===== config.mk =====
export PLATFORM = sky130hd
export DESIGN_NAME = sram_host
export DESIGN_NICKNAME = d
export VERILOG_FILES = /design/src/hw/sram_ctrl_pkg.sv /design/src/hw/sram_host.sv
export SDC_FILE = /design/constraint.sdc
export NUM_CORES = 1
export LEC_CHECK = 0
export BUFFER_PORTS_ARGS = -buffer_cell sky130_fd_sc_hd__buf_2
export CORE_MARGIN = 10
export CORE_UTILIZATION = 40
export CTS_CLUSTER_SIZE = 16
export DETAILED_ROUTE_END_ITERATION = 8
export PLACE_DENSITY = 0.68
export SYNTH_ARGS = -nofsm -noshare
export SYNTH_HDL_FRONTEND = slang
export SYNTH_SLANG_ARGS = --single-unit

===== constraint.sdc =====
create_clock -name sys_clk -period 2.1 [get_ports sys_clk]
set_input_delay 0.315 -clock sys_clk [delete_from_list [all_inputs] [get_ports sys_clk]]
set_output_delay 0.315 -clock sys_clk [all_outputs]
set_load 0.05 [all_outputs]

===== src/hw/sram_ctrl_pkg.sv =====
package sram_ctrl_pkg;

    localparam int ADDR_W = 17;
    localparam int DATA_W = 8;
    localparam int CLK_PERIOD_NS = 40;

    // Timing of the slowest speed grade, in ns
    localparam int T_CYCLE_NS      = 20;
    localparam int T_SEL_TO_END_NS = 15;
    localparam int T_ADDR_TO_END_NS = 15;
    localparam int T_PULSE_NS      = 15;
    localparam int T_DATA_SETUP_NS = 9;
    localparam int T_WR_HIGHZ_NS   = 8;
    localparam int T_OE_ACCESS_NS  = 8;
    localparam int T_OE_HIGHZ_NS   = 7;

    function automatic int ns_up(input int ns);
        int c;
        c = (ns + CLK_PERIOD_NS - 1) / CLK_PERIOD_NS;
        return (c < 1) ? 1 : c;
    endfunction

    // Write pulse must also cover turnoff plus data setup when the gate is low
    localparam int WR_PULSE_CYC = ns_up((T_PULSE_NS > T_WR_HIGHZ_NS + T_DATA_SETUP_NS)
                                       ? T_PULSE_NS : T_WR_HIGHZ_NS + T_DATA_SETUP_NS);
    localparam int TURNOFF_CYC  = ns_up(T_WR_HIGHZ_NS > T_OE_HIGHZ_NS ? T_WR_HIGHZ_NS : T_OE_HIGHZ_NS);
    localparam int READ_CYC     = ns_up(T_CYCLE_NS > T_OE_ACCESS_NS ? T_CYCLE_NS : T_OE_ACCESS_NS);
    localparam int CNT_W        = 4;
    localparam logic [CNT_W-1:0] CNT_ZERO = 4'h0;

    typedef struct packed {
        logic              write;
        logic [ADDR_W-1:0] addr;
        logic [DATA_W-1:0] wdata;
    } req_t;

    typedef struct packed {
        logic [ADDR_W-1:0] addr;
        logic              sel_low_n;
        logic              sel_high;
        logic              strobe_n;
        logic              gate_n;
    } pins_t;

    typedef enum logic [2:0] {ST_IDLE, ST_TURNOFF, ST_WRITE, ST_READ, ST_DONE} state_t;

endpackage


===== src/hw/sram_host.sv =====
`timescale 1ns/100ps
module sram_host
(
    input  wire logic                            sys_clk,
    input  wire logic                            srst,
    input  wire logic                            req_valid,
    output logic                                 req_ready,
    input  wire sram_ctrl_pkg::req_t             req,
    output logic                                 rsp_valid,
    output logic [sram_ctrl_pkg::DATA_W-1:0]     rsp_data,
    output sram_ctrl_pkg::pins_t                 pins,
    input  wire logic [sram_ctrl_pkg::DATA_W-1:0] data_in,
    output logic [sram_ctrl_pkg::DATA_W-1:0]     data_out,
    output logic                                 data_oe_n
);

    sram_ctrl_pkg::state_t                    state;
    sram_ctrl_pkg::state_t                    next_state;
    logic [sram_ctrl_pkg::CNT_W-1:0]          cnt;
    logic [sram_ctrl_pkg::CNT_W-1:0]          next_cnt;
    sram_ctrl_pkg::req_t                      cur;
    sram_ctrl_pkg::req_t                      next_cur;
    logic [sram_ctrl_pkg::DATA_W-1:0]         next_rsp_data;
    logic                                     next_rsp_valid;

    // Counter loads n-1, so each count must fit the counter
    if (sram_ctrl_pkg::WR_PULSE_CYC > (1 << sram_ctrl_pkg::CNT_W) ||
        sram_ctrl_pkg::READ_CYC > (1 << sram_ctrl_pkg::CNT_W) ||
        sram_ctrl_pkg::TURNOFF_CYC > (1 << sram_ctrl_pkg::CNT_W))
    begin : g_cnt_check
        $error("Timing counts exceed counter width");
    end

    function automatic logic [sram_ctrl_pkg::CNT_W-1:0] cyc(input int n);
        int m;
        m = n - 1;
        return m[sram_ctrl_pkg::CNT_W-1:0];
    endfunction

    assign req_ready = (state == sram_ctrl_pkg::ST_IDLE);

    always_comb
    begin
        next_state     = state;
        next_cnt       = cnt;
        next_cur       = cur;
        next_rsp_data  = rsp_data;
        next_rsp_valid = 1'b0;
        case (state)
            sram_ctrl_pkg::ST_IDLE:
            begin
                if (req_valid)
                begin
                    next_cur = req;
                    if (req.write)
                    begin
                        // Gate stays high from idle, yet wait out any device turnoff
                        next_state = sram_ctrl_pkg::ST_TURNOFF;
                        next_cnt   = cyc(sram_ctrl_pkg::TURNOFF_CYC);
                    end
                    else
                    begin
                        next_state = sram_ctrl_pkg::ST_READ;
                        next_cnt   = cyc(sram_ctrl_pkg::READ_CYC);
                    end
                end
            end
            sram_ctrl_pkg::ST_TURNOFF:
            begin
                if (cnt == sram_ctrl_pkg::CNT_ZERO)
                begin
                    next_state = sram_ctrl_pkg::ST_WRITE;
                    next_cnt   = cyc(sram_ctrl_pkg::WR_PULSE_CYC);
                end
                else
                    next_cnt = cnt - 1'b1;
            end
            sram_ctrl_pkg::ST_WRITE:
            begin
                if (cnt == sram_ctrl_pkg::CNT_ZERO)
                    next_state = sram_ctrl_pkg::ST_DONE;
                else
                    next_cnt = cnt - 1'b1;
            end
            sram_ctrl_pkg::ST_READ:
            begin
                if (cnt == sram_ctrl_pkg::CNT_ZERO)
                begin
                    // Sample before the address moves; hold time covers us
                    next_rsp_data  = data_in;
                    next_rsp_valid = 1'b1;
                    next_state     = sram_ctrl_pkg::ST_DONE;
                end
                else
                    next_cnt = cnt - 1'b1;
            end
            sram_ctrl_pkg::ST_DONE:
                next_state = sram_ctrl_pkg::ST_IDLE;
            default:
                next_state = sram_ctrl_pkg::ST_IDLE;
        endcase
    end

    always_ff @(posedge sys_clk)
    begin
        if (srst)
        begin
            state     <= sram_ctrl_pkg::ST_IDLE;
            cnt       <= sram_ctrl_pkg::CNT_ZERO;
            cur       <= '0;
            rsp_data  <= '0;
            rsp_valid <= 1'b0;
        end
        else
        begin
            state     <= next_state;
            cnt       <= next_cnt;
            cur       <= next_cur;
            rsp_data  <= next_rsp_data;
            rsp_valid <= next_rsp_valid;
        end
    end

    // Pin outputs registered; selects span turnoff and pulse, and all
    // controls release on one edge with address and data held through it.
    sram_ctrl_pkg::pins_t next_pins;
    logic [sram_ctrl_pkg::DATA_W-1:0] next_data_out;
    logic                             next_data_oe_n;

    always_comb
    begin
        next_pins.addr      = cur.addr;
        next_pins.sel_low_n = 1'b1;
        next_pins.sel_high  = 1'b0;
        next_pins.strobe_n  = 1'b1;
        next_pins.gate_n    = 1'b1;
        next_data_out       = cur.wdata;
        next_data_oe_n      = 1'b1;
        case (next_state)
            sram_ctrl_pkg::ST_TURNOFF:
            begin
                next_pins.addr      = next_cur.addr;
                next_pins.sel_low_n = 1'b0;
                next_pins.sel_high  = 1'b1;
            end
            sram_ctrl_pkg::ST_WRITE:
            begin
                next_pins.sel_low_n = 1'b0;
                next_pins.sel_high  = 1'b1;
                next_pins.strobe_n  = 1'b0;
                next_data_oe_n      = 1'b0;
            end
            sram_ctrl_pkg::ST_READ:
            begin
                next_pins.addr      = next_cur.addr;
                next_pins.sel_low_n = 1'b0;
                next_pins.sel_high  = 1'b1;
                next_pins.gate_n    = 1'b0;
            end
            default:
            begin
                next_pins.addr = cur.addr;
            end
        endcase
    end

    always_ff @(posedge sys_clk)
    begin
        if (srst)
        begin
            pins      <= '{addr: '0, sel_low_n: 1'b1, sel_high: 1'b0, strobe_n: 1'b1, gate_n: 1'b1};
            data_out  <= '0;
            data_oe_n <= 1'b1;
        end
        else
        begin
            pins      <= next_pins;
            data_out  <= next_data_out;
            data_oe_n <= next_data_oe_n;
        end
    end
endmodule // sram_host

**After elaboration in Yosys (flattened, before gate mapping)**

Index checks and enable logic that the tools add are counted.

- Bits in registers: 70
- Input bits: 37
- Output and inout bits: 40
- Logic and storage cells: 48

- Add/sub/neg operators: 1
- Eq/ne operators: 8
- Multiplexer cells: 16
- Bitwise gates (word level): 1
- Reductions and logical operators: 10

Operator list:

| operator | count |
|---|---|
| $mux W25 | 2 |
| $mux W17 | 1 |
| $eq A3 B2 Y1 const B | 4 |
| $mux W4 | 3 |
| $pmux W4 S3 | 1 |
| $mux W3 | 3 |
| $pmux W3 S3 | 1 |
| $eq A3 B1 Y1 const B | 2 |
| $reduce_or A2 Y1 | 3 |
| $logic_not A4 Y1 | 1 |
| $mux W2 | 2 |
| $ne A2 B2 Y1 const B | 2 |
| $reduce_and A2 Y1 | 2 |
| $sub A4 B1 Y4 const B | 1 |
| $logic_not A3 Y1 | 1 |
| $mux W1 | 3 |
| $reduce_and A3 Y1 | 1 |
| $reduce_bool A3 Y1 | 1 |
| $reduce_or A3 Y1 | 1 |
| $not A1 Y1 | 1 |

**Logic depth before layout (Yosys ltp)**

Gate-level depths: netlist of the first run.

- Depth in word-level cells: 6
- Depth in mapped cells: 7
- Gate-level depth less buffers: 6

**Worst setup path after synthesis of the first run**

No wires, ideal clock.

- Kind: register -> output
- Start point: reg state[0]
- End point: out req_ready
- Data arrival time: 1.541 ns
- Setup slack: 0.244 ns
- Cell stages (with the launch flop): 3
- Path buffers: 1
- Cell sequence: dfxtp_1 > buf_2 > nor3_1

- Longest elaborated chain between the ends: 1

Ends and longest elaborated chain:

| item | line | RTL |
|---|---|---|
| from (decl) | sram_host.sv:17 | `sram_ctrl_pkg::state_t state;` |
| from (signal assigned) | sram_host.sv:108 | `state <= sram_ctrl_pkg::ST_IDLE;` |
| from (signal assigned) | sram_host.sv:116 | `state <= next_state;` |
| $logic_not A3 Y1 | sram_host.sv:40 | `assign req_ready = (state == sram_ctrl_pkg::ST_IDLE);` |
| to (decl) | sram_host.sv:7 | `output logic req_ready,` |

Every way passes these cells.

**Worst setup path in the final report of the first run**

- Start point: reg cnt[0] in the netlist's numbering
- End point: reg data_oe_n

- Longest elaborated chain between the ends: 5
- Elaborated cells on any way between the ends: 6

Ends and longest elaborated chain:

| item | line | RTL |
|---|---|---|
| from (decl) | sram_host.sv:19 | `logic [sram_ctrl_pkg::CNT_W-1:0] cnt;` |
| from (signal assigned) | sram_host.sv:109 | `cnt <= sram_ctrl_pkg::CNT_ZERO;` |
| from (signal assigned) | sram_host.sv:117 | `cnt <= next_cnt;` |
| $logic_not A4 Y1 (*) | sram_host.sv:70, sram_host.sv:80, sram_host.sv:87 |  |
| $mux W3 (on tied branches) | sram_host.sv:80, sram_host.sv:87, sram_host.sv:70 |  |
| $pmux W3 S3 (*) | sram_host.sv:49 | `case (state)` |
| $eq A3 B2 Y1 (*) | sram_host.sv:139 | `case (next_state)` |
| $mux W1 (*) | sram_host.sv:139 |  |
| to (signal assigned) | sram_host.sv:179 | `data_oe_n <= next_data_oe_n;` |
| to (decl) | sram_host.sv:14 | `output logic data_oe_n` |

Mark *: on every way between the ends. The rest lies on a longest branch, timed or not.
A chain may end at the register's enable or synchronous reset.

==> reports/qor.yml, run 1 <==
outcome:
  status: "complete, no violations"
synthesis:
  syn_nets: 281
  ys_seq_area_share_pct: 58.9
  async_flop_share_pct: 0
  synth.top_cell.area_share_pct: 58.9
  synth.avg_cell_area_um2: 9.82
  synth_flop_cell: "dfxtp_1"
  yosysTopAreaCell: "dfxtp_1"
  synth_commonest_cells: "dfxtp_1 (70), nand2_1 (50), a21oi_1 (43)"
  synth.most_common_cell: "dfxtp_1"
  syn_inst: 242
  synthTopCellsByArea: "dfxtp_1 (59%), a21oi_1 (9.1%), nand2_1 (7.9%), mux2i_1 (3.8%), nor2b_1 (2.1%)"
  synth_cell_type_count: 32
  yosys_warnings: 0
  syn-cell-area_mm2: 0.00238
  synth-seq-cells: 70
  synth-edff-count: 0
clock_network:
  cts_resized: 0
  clk_latency_ns: 0.33
  cts_hold_buf: 0
  cts_root_buf: "clkbuf_8"
  cts_setup_buffers: 0
  numCtsBuffers: 9
  tritoncts: "yes"
  cts.sinks: 70
  clock_path_buffers: 2
  cts-htree-levels: 3
  clk_pin_slew_worst_paths_ns: 0.08
setup_path:
  r2r-start: "cnt[0]"
  cp.arrival_ns: 2.00
  cp-end-kind: "flop"
  critPathRequiredTime_ns: 2.31
  rrSetupSlack_ns: 0.30
  reg2reg_depth: 6
  critical_path_class: "reg -> reg"
  cp-start-kind: "flop"
  crit_fanout: 8
  r2r_end: "data_oe_n"
die:
  core_area_mm2: 0.00585
  die_x_um: 97.1
  start_util_pct: 40.6
  ioPinCount: 77
  die_h_um: 97.1
  rows: 28
  die-area_mm2: 0.00943
sta:
  slew_headroom_pct: 67.3
  period_minus_slack_ns: 1.80
  clock_skew_ns: 0.0111
  tightest_slew_ns: 0.488
  fin_ws_ns: 0.302
  setup_viol: 0
  rsz0062_at_grt: "false"
  drv_slew: 0
  hold_violations: 0
  fmax_mhz: 556
  finalCritPeriodShare_pct: 85.6
  setup_tns_ns: 0
worst_hold_path:
  holdCritStartpoint: "data_in[0]"
  holdPathEnd: "rsp_data[0]"
  whs_path_depth: 3
  min_path_type: "in -> reg"
power_and_ir_drop:
  cellPowerDensity_mw_per_mm2: 1400
  total_power_uw: 4150
  p_leak_uw: 0.00136
  ir_worst_vdd_mv: 0.505
job:
  timing.max_cap.violations: 0
global_route:
  grt_overflow: 0
  antenna_found_initial: 0
  grt_pass1_wl_um: 8210
  grt_start_max_net_pins: 41
  track_usage_pct: 10.5
  grt_pass1_vias: 1845
placement:
  hpwl_um: 3480
  port_buffers: 76
  pre_cts_slack_ns: 0.308
  gp_congestion: 0.702
drt:
  ant_nets: 0
  dr_total_vias: 1784
  drcViolationCount: 0
  drt_iter0_drc: 27
  via_per_inst: 4.53
  wirelength_um: 4910
  wl_per_cell_um: 12.5
  first_pass_iters: 4
cells_and_area:
  regArea_mm2: 0.00140
  multiInputGateArea_um2: 870
  nNetsFinal: 354
  drive_gt1_share_pct: 31.7
  area_growth_pct: 24.6
  antennaDiodeCount: 0
  fill_cells: 566
[routing by layer]
layer,up-vias,global-route usage [%],wire [um]
met5,-,0,0
met1,789,11.0,2200
met3,5,3.91,335
met4,0,7.49,63
li1,944,-,-
met2,46,17.0,2320
[flip-flops by register name (all words and copies together) (netlist names)]
register and count:
cnt 4, cur 17, data_oe_n 1, data_out 8, next_data_out 8, pins 20
rsp_data 8, rsp_valid 1, state 3
[area by class of cell]
type,instances,area share (%)
Clock buffer,11,4.43
Clock inverter,4,1.65
Inverter,4,0.507
Multi-Input combinational cell,151,29.3
Sequential cell,70,47.3
Tap cell,75,3.17
Timing Repair Buffer,79,13.6
[power by group]
| group | internal [uW] | total, uW | switching, uW |
|---|---|---|---|
| clock | 541 | 1010 | 471 |
| sequential | 1580 | 1710 | 135 |
| combinational | 453 | 1420 | 972 |
| total | 2580 | 4150 | 1580 |
[worst max-delay path, cell delays in order (launching register included)]
cell and delay (ns):
dfxtp_1 0.34, inv_1 0.08, ha_1 0.13, nor3b_2 0.43, nand3b_1 0.20, a311oi_4 0.37, nand3_1 0.12
[through the flow]
step | area, um2 | hold WS (ns) | utilization (%) | instances
after floorplan | 2380 | 0.432 | - | 242
after global placement | 2780 | 0.437 | 47.6 | 379
after detailed placement | 2780 | 0.443 | 47.6 | 379
after CTS | 2960 | 0.191 | 50.6 | 394
after global routing | 2960 | 0.212 | 50.6 | 394
final | 2960 | 0.213 | 50.6 | 394
[cells in the final DEF (no fill, tap or decap), types with 2 or more instances in the layout]
master / synthesis / routed
buf_2: 7 / 76
dfxtp_1: 70 / 70
nand2_1: 50 / 50
a21oi_1: 43 / 43
nor2_1: 13 / 13
mux2i_1: 9 / 9
clkbuf_8: 0 / 9
nor2b_1: 8 / 8
inv_1: 4 / 4
nand3b_1: 3 / 3
buf_4: 1 / 3
nor3_1: 2 / 2
nand2b_1: 2 / 2
a211oi_1: 2 / 2
xnor2_1: 2 / 2
ha_1: 2 / 2
clkbuf_1: 7 / 2
clkinv_2: 0 / 2
[worst max-delay path by stage]
stage	startpoint	end	slack (ns)	cells after the start
6_report	cnt[0]	data_oe_n	0.30	6
5_1_grt	cnt[0]	cnt[3]	0.06	6
4_1_cts	cnt[0]	data_oe_n	0.30	6
3_5_place_dp	cnt[0]	data_oe_n	0.31	6
3_3_place_gp	cnt[0]	pins[3]	0.37	6
2_1_floorplan	state[0]	req_ready	0.24	2
[kinds of logic (layout without fill, tap and decap cells)]
logic type                 Yosys count  count (layout)  synth area share [%]
xor gates and xnor gates             2               2                 0.737
DFF                                 70              70                  58.9
adders and majority gates            2               2                  1.05
and+or+nand+nor                     86              86                  17.6
AOI/OAI and AO/OA                   52              52                  13.4
muxes                                9               9                  3.79
buffers and inverters               21              98                  4.47
Power figures use the tool's default switching activity.
==> run 2, diff against run 1 <==
- ABC_AREA: default -> 1
- PLACE_DENSITY: 0.68 -> 0.69
==> run 2 against run 1 <==
  * Die area shrank 0.83%
  * Critical endpoint is now req_ready
  * Clock power grew 4%
  * Clock skew shrank 0.0040 ns
  * Non-clock buffer count shrank 2
  * Critical path type is now reg -> out
  * Core utilization grew 1.9 points
  * Synthesized cell count grew 13%
==> reports/qor.yml, run 2 <==
global_route:
  antenna_found_initial: 0  # unchanged
  grt_pass1_vias: 1960  # +6.2%
  use_met1_pct: 11.4  # +0.33 points
  grt_pass1_wl_um: 8800  # +7.1%
  grt.met2_usage_pct: 18.8  # +1.7 points
  grtUsageMet3_pct: 4.97  # +1.1 points
  track_usage_pct: 11.4  # +0.92 points
  grt_start_max_net_pins: 36  # -12%
  grt_overflow: 0  # unchanged
  grt_most_used_layer: "met2"
cells_and_area:
  layout_common_cells: "buf_2 (76), dfxtp_1 (70), nand2_1 (55)"
  nNetsFinal: 390  # +10%
  area_growth_pct: 25.4
  final_common_cell: "buf_2"
  drive_gt1_share_pct: 28.7  # -3.0 points
  antennaDiodeCount: 0  # unchanged
  top_register: "pins"
  top_regs: "pins x20, cur x17"
  largest_reg_flops: 20  # unchanged
placement:
  hpwl_um: 3870  # +11%
  pre_cts_slack_ns: 0.610  # +0.302 ns
  port_buffers: 76  # unchanged
  gp_congestion: 0.793  # +13%
sta:
  rsz0062_at_grt: "false"
  period_minus_slack_ns: 1.60  # -0.197 ns
  tightest_slew_ns: 0.484  # -0.00393 ns
  fmax_mhz: 624  # +12%
  setup_viol: 0  # unchanged
  drv_slew: 0  # unchanged
  clock_skew_ns: 0.00706  # -0.00400 ns
  fin_ws_ns: 0.498  # +0.197 ns
  slew_headroom_pct: 67.7  # +0.37 points
  hold_violations: 0  # unchanged
  setup_tns_ns: 0  # unchanged
  finalCritPeriodShare_pct: 76.3  # -9.4 points
setup_path:
  r2r-start: "state[0]"
  reg2reg_depth: 6  # unchanged
  cpMaxStageDelayCell: "dfxtp_1"
  crit_fanout: 3  # -5
  crit_chain: "nor2_4 -> nand2_2 -> inv_1 -> buf_2"
  cp-start-kind: "flop"
  cp.arrival_ns: 1.29  # -0.71 ns
  rrSetupSlack_ns: 0.63  # +0.33 ns
  cp-end-kind: "primary output"
  slowest_delay_ns: 0.36  # -0.07 ns
  critical_path_class: "reg -> out"
  r2r_end: "pins[0]"
  critPathRequiredTime_ns: 1.78  # -0.53 ns
clock_network:
  tritoncts: "yes"
  clk_pin_slew_worst_paths_ns: 0.07  # about the same
  clock_path_buffers: 2  # unchanged
  cts_root_buf: "clkbuf_8"
  cts-htree-levels: 3  # unchanged
  clk_latency_ns: 0.34  # about the same
  cts_setup_buffers: 0  # unchanged
  cts.sinks: 70  # unchanged
  cts_resized: 0  # unchanged
  numCtsBuffers: 9  # unchanged
  cts_hold_buf: 0  # unchanged
worst_hold_path:
  whs_path_depth: 3  # unchanged
  min_path_type: "in -> reg"
  holdCritStartpoint: "data_in[7]"
  holdPathEnd: "rsp_data[7]"
synthesis:
  synth.avg_cell_area_um2: 8.58  # -13%
  synthTopCellsByArea: "dfxtp_1 (60%), a21oi_1 (9.6%), nand2_1 (8.8%), nor2_1 (5.6%), inv_1 (3.5%)"
  yosysTopAreaCell: "dfxtp_1"
  synth_flop_cell: "dfxtp_1"
  yosys_warnings: 0  # unchanged
  ys_seq_area_share_pct: 59.6  # +0.63 points
  syn_inst: 274  # +13%
  async_flop_share_pct: 0  # unchanged
  synth.top_cell.area_share_pct: 59.6  # +0.63 points
  synth_commonest_cells: "dfxtp_1 (70), nand2_1 (55), a21oi_1 (45)"
  synth-seq-cells: 70  # unchanged
  syn_nets: 313  # +11%
  synth.most_common_cell: "dfxtp_1"
  synth_cell_type_count: 23  # -28%
  synth-edff-count: 0  # unchanged
  syn-cell-area_mm2: 0.00235  # -1.1%
die:
  die_x_um: 96.7  # -0.42%
  ioPinCount: 77  # unchanged
  core_area_mm2: 0.00561  # -4.1%
  rows: 27  # -3.6%
  die-area_mm2: 0.00935  # -0.83%
  start_util_pct: 41.9  # +1.3 points
  die_h_um: 96.7  # -0.42%
drt:
  first_pass_iters: 4  # unchanged
  via_per_inst: 4.55  # +0.47%
  dr_total_vias: 1947  # +9.1%
  drt_iter0_drc: 60  # +120%
  wl_per_cell_um: 12.2  # -1.8%
  ant_nets: 0  # unchanged
  drcViolationCount: 0  # unchanged
  wirelength_um: 5240  # +6.6%
power_and_ir_drop:
  p_leak_uw: 0.00139  # +2.2%
  cellPowerDensity_mw_per_mm2: 1430  # +1.7%
  ir_worst_vdd_mv: 0.727  # +44%
outcome:
  status: "complete, no violations"
job:
  timing.max_cap.violations: 0  # unchanged
## run 2: cell count changes in the layout (fill, tap and decap cells not counted), moves of 3 or more
cell      before  now
nand3_1        1    4
inv_1          4   22
nand2_2        0    3
nor2_1        13   35
o21ai_1        0    4
mux2i_1        9    0
nor2b_1        8    0
o21ai_0        0   12
nand3b_1       3    0
nand2_1       50   55
## run 2: kinds of logic (layout without fill, tap and decap cells)
kind of cell,Yosys count,count (layout),synth area share [%]
and+or+nand+nor,104,104,18.6
DFF,70,70,59.6
AOI/OAI and AO/OA,63,63,13.7
adders and majority gates,2,2,1.06
buffers and inverters,35,117,7.02
## run 2: worst max path at each step
| stage | from | endpoint | slack [ns] | cells after the start |
|---|---|---|---|---|
| finish | state[0] | req_ready | 0.50 | 4 |
| floorplan | cnt[0] | rsp_data[0] | 0.85 | 8 |
| detailed placement | state[0] | pins[0] | 0.61 | 6 |
| CTS | state[0] | req_ready | 0.46 | 4 |
| global placement | state[0] | next_data_out[2] | 0.67 | 6 |
| global route | state[0] | req_ready | 0.38 | 4 |
## run 2: where the power goes
group,internal [uW],switching [uW]
registers,1590,95.9
clock network,551,495
logic,378,1100
total,2520,1690
## run 2: metal layers
| layer | up-vias | share of wire, % |
|---|---|---|
| met3 | 13 | 8.3 |
| met5 | - | 0 |
| met1 | 844 | 40 |
| met4 | 0 | 3.3 |
| li1 | 1030 | - |
| met2 | 60 | 48 |
## run 2: stage by stage
step	instance area, um2	hold WS (ns)	instances	total power [uW]	util [%]
5_1_grt	2950	0.218	428	4500	52.6
2_1_floorplan	2350	0.410	274	2940	-
6_report	2950	0.225	428	4200	52.6
4_1_cts	2950	0.211	428	4260	52.6
3_3_place_gp	2760	0.418	412	3170	49.2
3_5_place_dp	2760	0.419	412	3200	49.2
## run 2: cell type report
type | instances | area (um2)
fillers | 569 | 2660
flip-flops and latches | 70 | 1400
multi-input cells | 169 | 786
repair buffers | 77 | 388
clock buffers | 11 | 131
inverters | 24 | 93.8
well taps | 72 | 90.1
clock inverters | 5 | 58.8
## run 2: critical path: cells and delay by family (launching register included)
kind / cells / cell delay (ns)
buffers and inverters: 2 / 0.33
flip-flops: 1 / 0.36
AND/OR/NAND/NOR: 2 / 0.25
==> run 3, diff against run 2 <==
- PLACE_DENSITY: 0.69 -> 0.71
- clock period: 2.1 -> 1.3 ns (I/O delays scaled with it)
==> run 3 against run 2 <==
  * Largest power group is now combinational cells
  * Wire length increased by 5.2%
  * Combinational power grew 94%
  * Count of clock-buffer cells in the layout is the same
  * Via count is 4.5% higher
  * Critical path depth did not move
  * Power rose by 74%
  * Sequential cell count stayed put
  * Worst setup slack worse by 0.49 ns
==> reports/qor.yml, run 3 (synthesis gave the netlist of run 2 again) <==
drt:
  first_pass_iters: 4  # unchanged
  via_per_inst: 4.60  # +1.2%
  ant_nets: 0  # unchanged
  drt_iter0_drc: 45  # -25%
  wl_per_cell_um: 12.5  # +1.8%
  drcViolationCount: 0  # unchanged
  wirelength_um: 5510  # +5.2%
  dr_total_vias: 2035  # +4.5%
setup_path:
  r2r-start: "state[1]"
  r2r_end: "rsp_data[5]"
  slowest_delay_ns: 0.33  # -0.03 ns
  crit_buf_inv: 2  # unchanged
  cp-start-kind: "flop"
  rrSetupSlack_ns: 0.03  # -0.60 ns
  cp-end-kind: "primary output"
  critPathRequiredTime_ns: 1.11  # -0.67 ns
  reg2reg_depth: 8  # +2
  cpMaxStageDelayCell: "dfxtp_2"
  critical_path_class: "reg -> out"
  crit_chain: "nor2_4 -> nand2_4 -> inv_2 -> buf_8"
  cp.arrival_ns: 1.09  # -0.20 ns
  cpLargestDelayFamily: "flip-flops"
  crit_fanout: 2  # -1
worst_hold_path:
  holdCritStartpoint: "data_in[1]"
  min_path_type: "in -> reg"
  holdPathEnd: "rsp_data[1]"
  whs_path_depth: 3  # unchanged
placement:
  port_buffers: 76  # unchanged
  gp_congestion: 0.849  # +7.1%
  placed_area_mm2: 0.00282  # +2.2%
  placedCellCount: 420  # +1.9%
  hpwl_um: 3900  # +0.61%
sta:
  drv_slew: 0  # unchanged
  tightest_slew_ns: 0.617  # +0.132 ns
  period_minus_slack_ns: 1.29
  finalCritPeriodShare_pct: 99.1
  slew_headroom_pct: 58.8  # -8.8 points
  fmax_mhz: 777
  hold_violations: 0  # unchanged
  setup_viol: 0  # unchanged
  rsz0062_at_grt: "true"
  clock_skew_ns: 0.00600  # -0.00106 ns
clock_network:
  clk_latency_ns: 0.34  # about the same
  cts-htree-levels: 3  # unchanged
  cts.sinks: 70  # unchanged
  cts_root_buf: "clkbuf_8"
  numCtsBuffers: 9  # unchanged
  clock_path_buffers: 2  # unchanged
  clk_pin_slew_worst_paths_ns: 0.07  # about the same
  tritoncts: "yes"
global_route:
  track_usage_pct: 11.4  # -0.085 points
  grt_start_max_net_pins: 36  # unchanged
  grt_pass1_vias: 1944  # -0.82%
  grt_overflow: 0  # unchanged
  grt_pass1_wl_um: 8810  # +0.16%
  antenna_found_initial: 0  # unchanged
cells_and_area:
  fin_cells: 442  # +3.3%
  drive_gt1_share_pct: 35.7  # +7.0 points
  area_growth_pct: 34.5
  final_common_cell: "buf_2"
  antennaDiodeCount: 0  # unchanged
  finish.instance_area_mm2: 0.00316  # +7.3%
  largest_reg_flops: 20  # unchanged
  fill_cells: 560  # -1.6%
  layout_common_cells: "buf_2 (75), dfxtp_1 (66), nand2_1 (54)"
  top_register: "pins"
  top_regs: "pins x20, cur x17"
  nNetsFinal: 404  # +3.6%
die:
  rows: 27  # unchanged
  core_area_mm2: 0.00561  # unchanged
  die-area_mm2: 0.00935  # unchanged
  start_util_pct: 41.9  # unchanged
  die_x_um: 96.7  # unchanged
  die_h_um: 96.7  # unchanged
  ioPinCount: 77  # unchanged
power_and_ir_drop:
  p_leak_uw: 0.00149  # +7.3%
  cellPowerDensity_mw_per_mm2: 2320  # +63%
  ir_worst_vdd_mv: 0.956  # +32%
job:
  timing.max_cap.violations: 0  # unchanged
outcome:
  status: "complete, no violations"
-- run 3: cell count changes in the layout (fill, tap and decap cells not counted), moves of 3 or more --
cell	previous run	this run
nand2_4	0	3
o21ai_0	12	5
o21ai_1	4	8
inv_2	0	4
nor2_4	1	4
inv_1	22	18
buf_4	1	13
dfxtp_2	0	3
dfxtp_1	70	66
-- run 3: area by class of cell --
type                    instances  area [um2]  share of cell area, %
flip-flops and latches         70        1410                   44.5
multi-input cells             169         855                   27.0
repair buffers                 91         510                   16.1
clock buffers                  11         141                   4.47
inverters                      24         100                   3.16
well taps                      72        90.1                   2.85
clock inverters                 5        58.8                   1.86
-- run 3: where the power goes --
group	total, uW	switching [uW]	internal (uW)
registers	2730	160	2570
clock network	1730	792	938
logic	2870	1970	907
total	7340	2920	4420
-- run 3: worst max-delay path by stage --
stage / startpoint / to / slack [ns] / cells past startpoint
after global routing: state[1] / rsp_data[2] / -0.04 / 8
after CTS: state[1] / req_ready / 0.001 / 4
after floorplan: cnt[0] / rsp_data[0] / 0.05 / 8
after global placement: cnt[1] / rsp_data[6] / -0.005 / 8
after detailed placement: cnt[0] / rsp_data[0] / -0.08 / 8
final: state[1] / req_ready / 0.01 / 4
-- run 3: routing by layer --
layer  vias up  wire length, um  GRT usage (%)
met5         -                0              0
met4         0              121           5.75
met3         8              374           4.83
met2        58             2740           18.8
met1       913             2270           12.1
li1       1056                -              -
-- run 3: what timing repair did --
item                                    CTS  global route
buffers inserted                          1             5
endpoints found under the hold margin     0             0
hold buffers                              0             0
resized for setup                        11            29
endpoints found under the setup margin    9            35
pin swaps                                 2             4
-- run 3: through the flow --
| step | TNS (ns) | setup slack [ns] | utilization, % | hold slack (ns) | power, uW |
|---|---|---|---|---|---|
| after global placement | -0.00961 | -0.00509 | 50.3 | 0.417 | 5250 |
| after global routing | -0.244 | -0.0421 | 56.4 | 0.0892 | 7810 |
| after CTS | 0 | 0.00146 | 54.5 | 0.0940 | 7190 |
| after floorplan | 0 | 0.0517 | - | 0.360 | 4740 |
| after detailed placement | -0.509 | -0.0797 | 50.3 | 0.423 | 5310 |
| final | 0 | 0.0122 | 56.4 | 0.0833 | 7340 |
-- run 3: worst reg2reg max path: stages, from the launching register on --
cell and delay (ns):
dfxtp_2 0.35, inv_1 0.09, nor2_4 0.13, inv_2 0.07, nor2_4 0.14, nand2_4 0.10, buf_6 0.14, o21ai_1 0.12
nor2_1 0.05
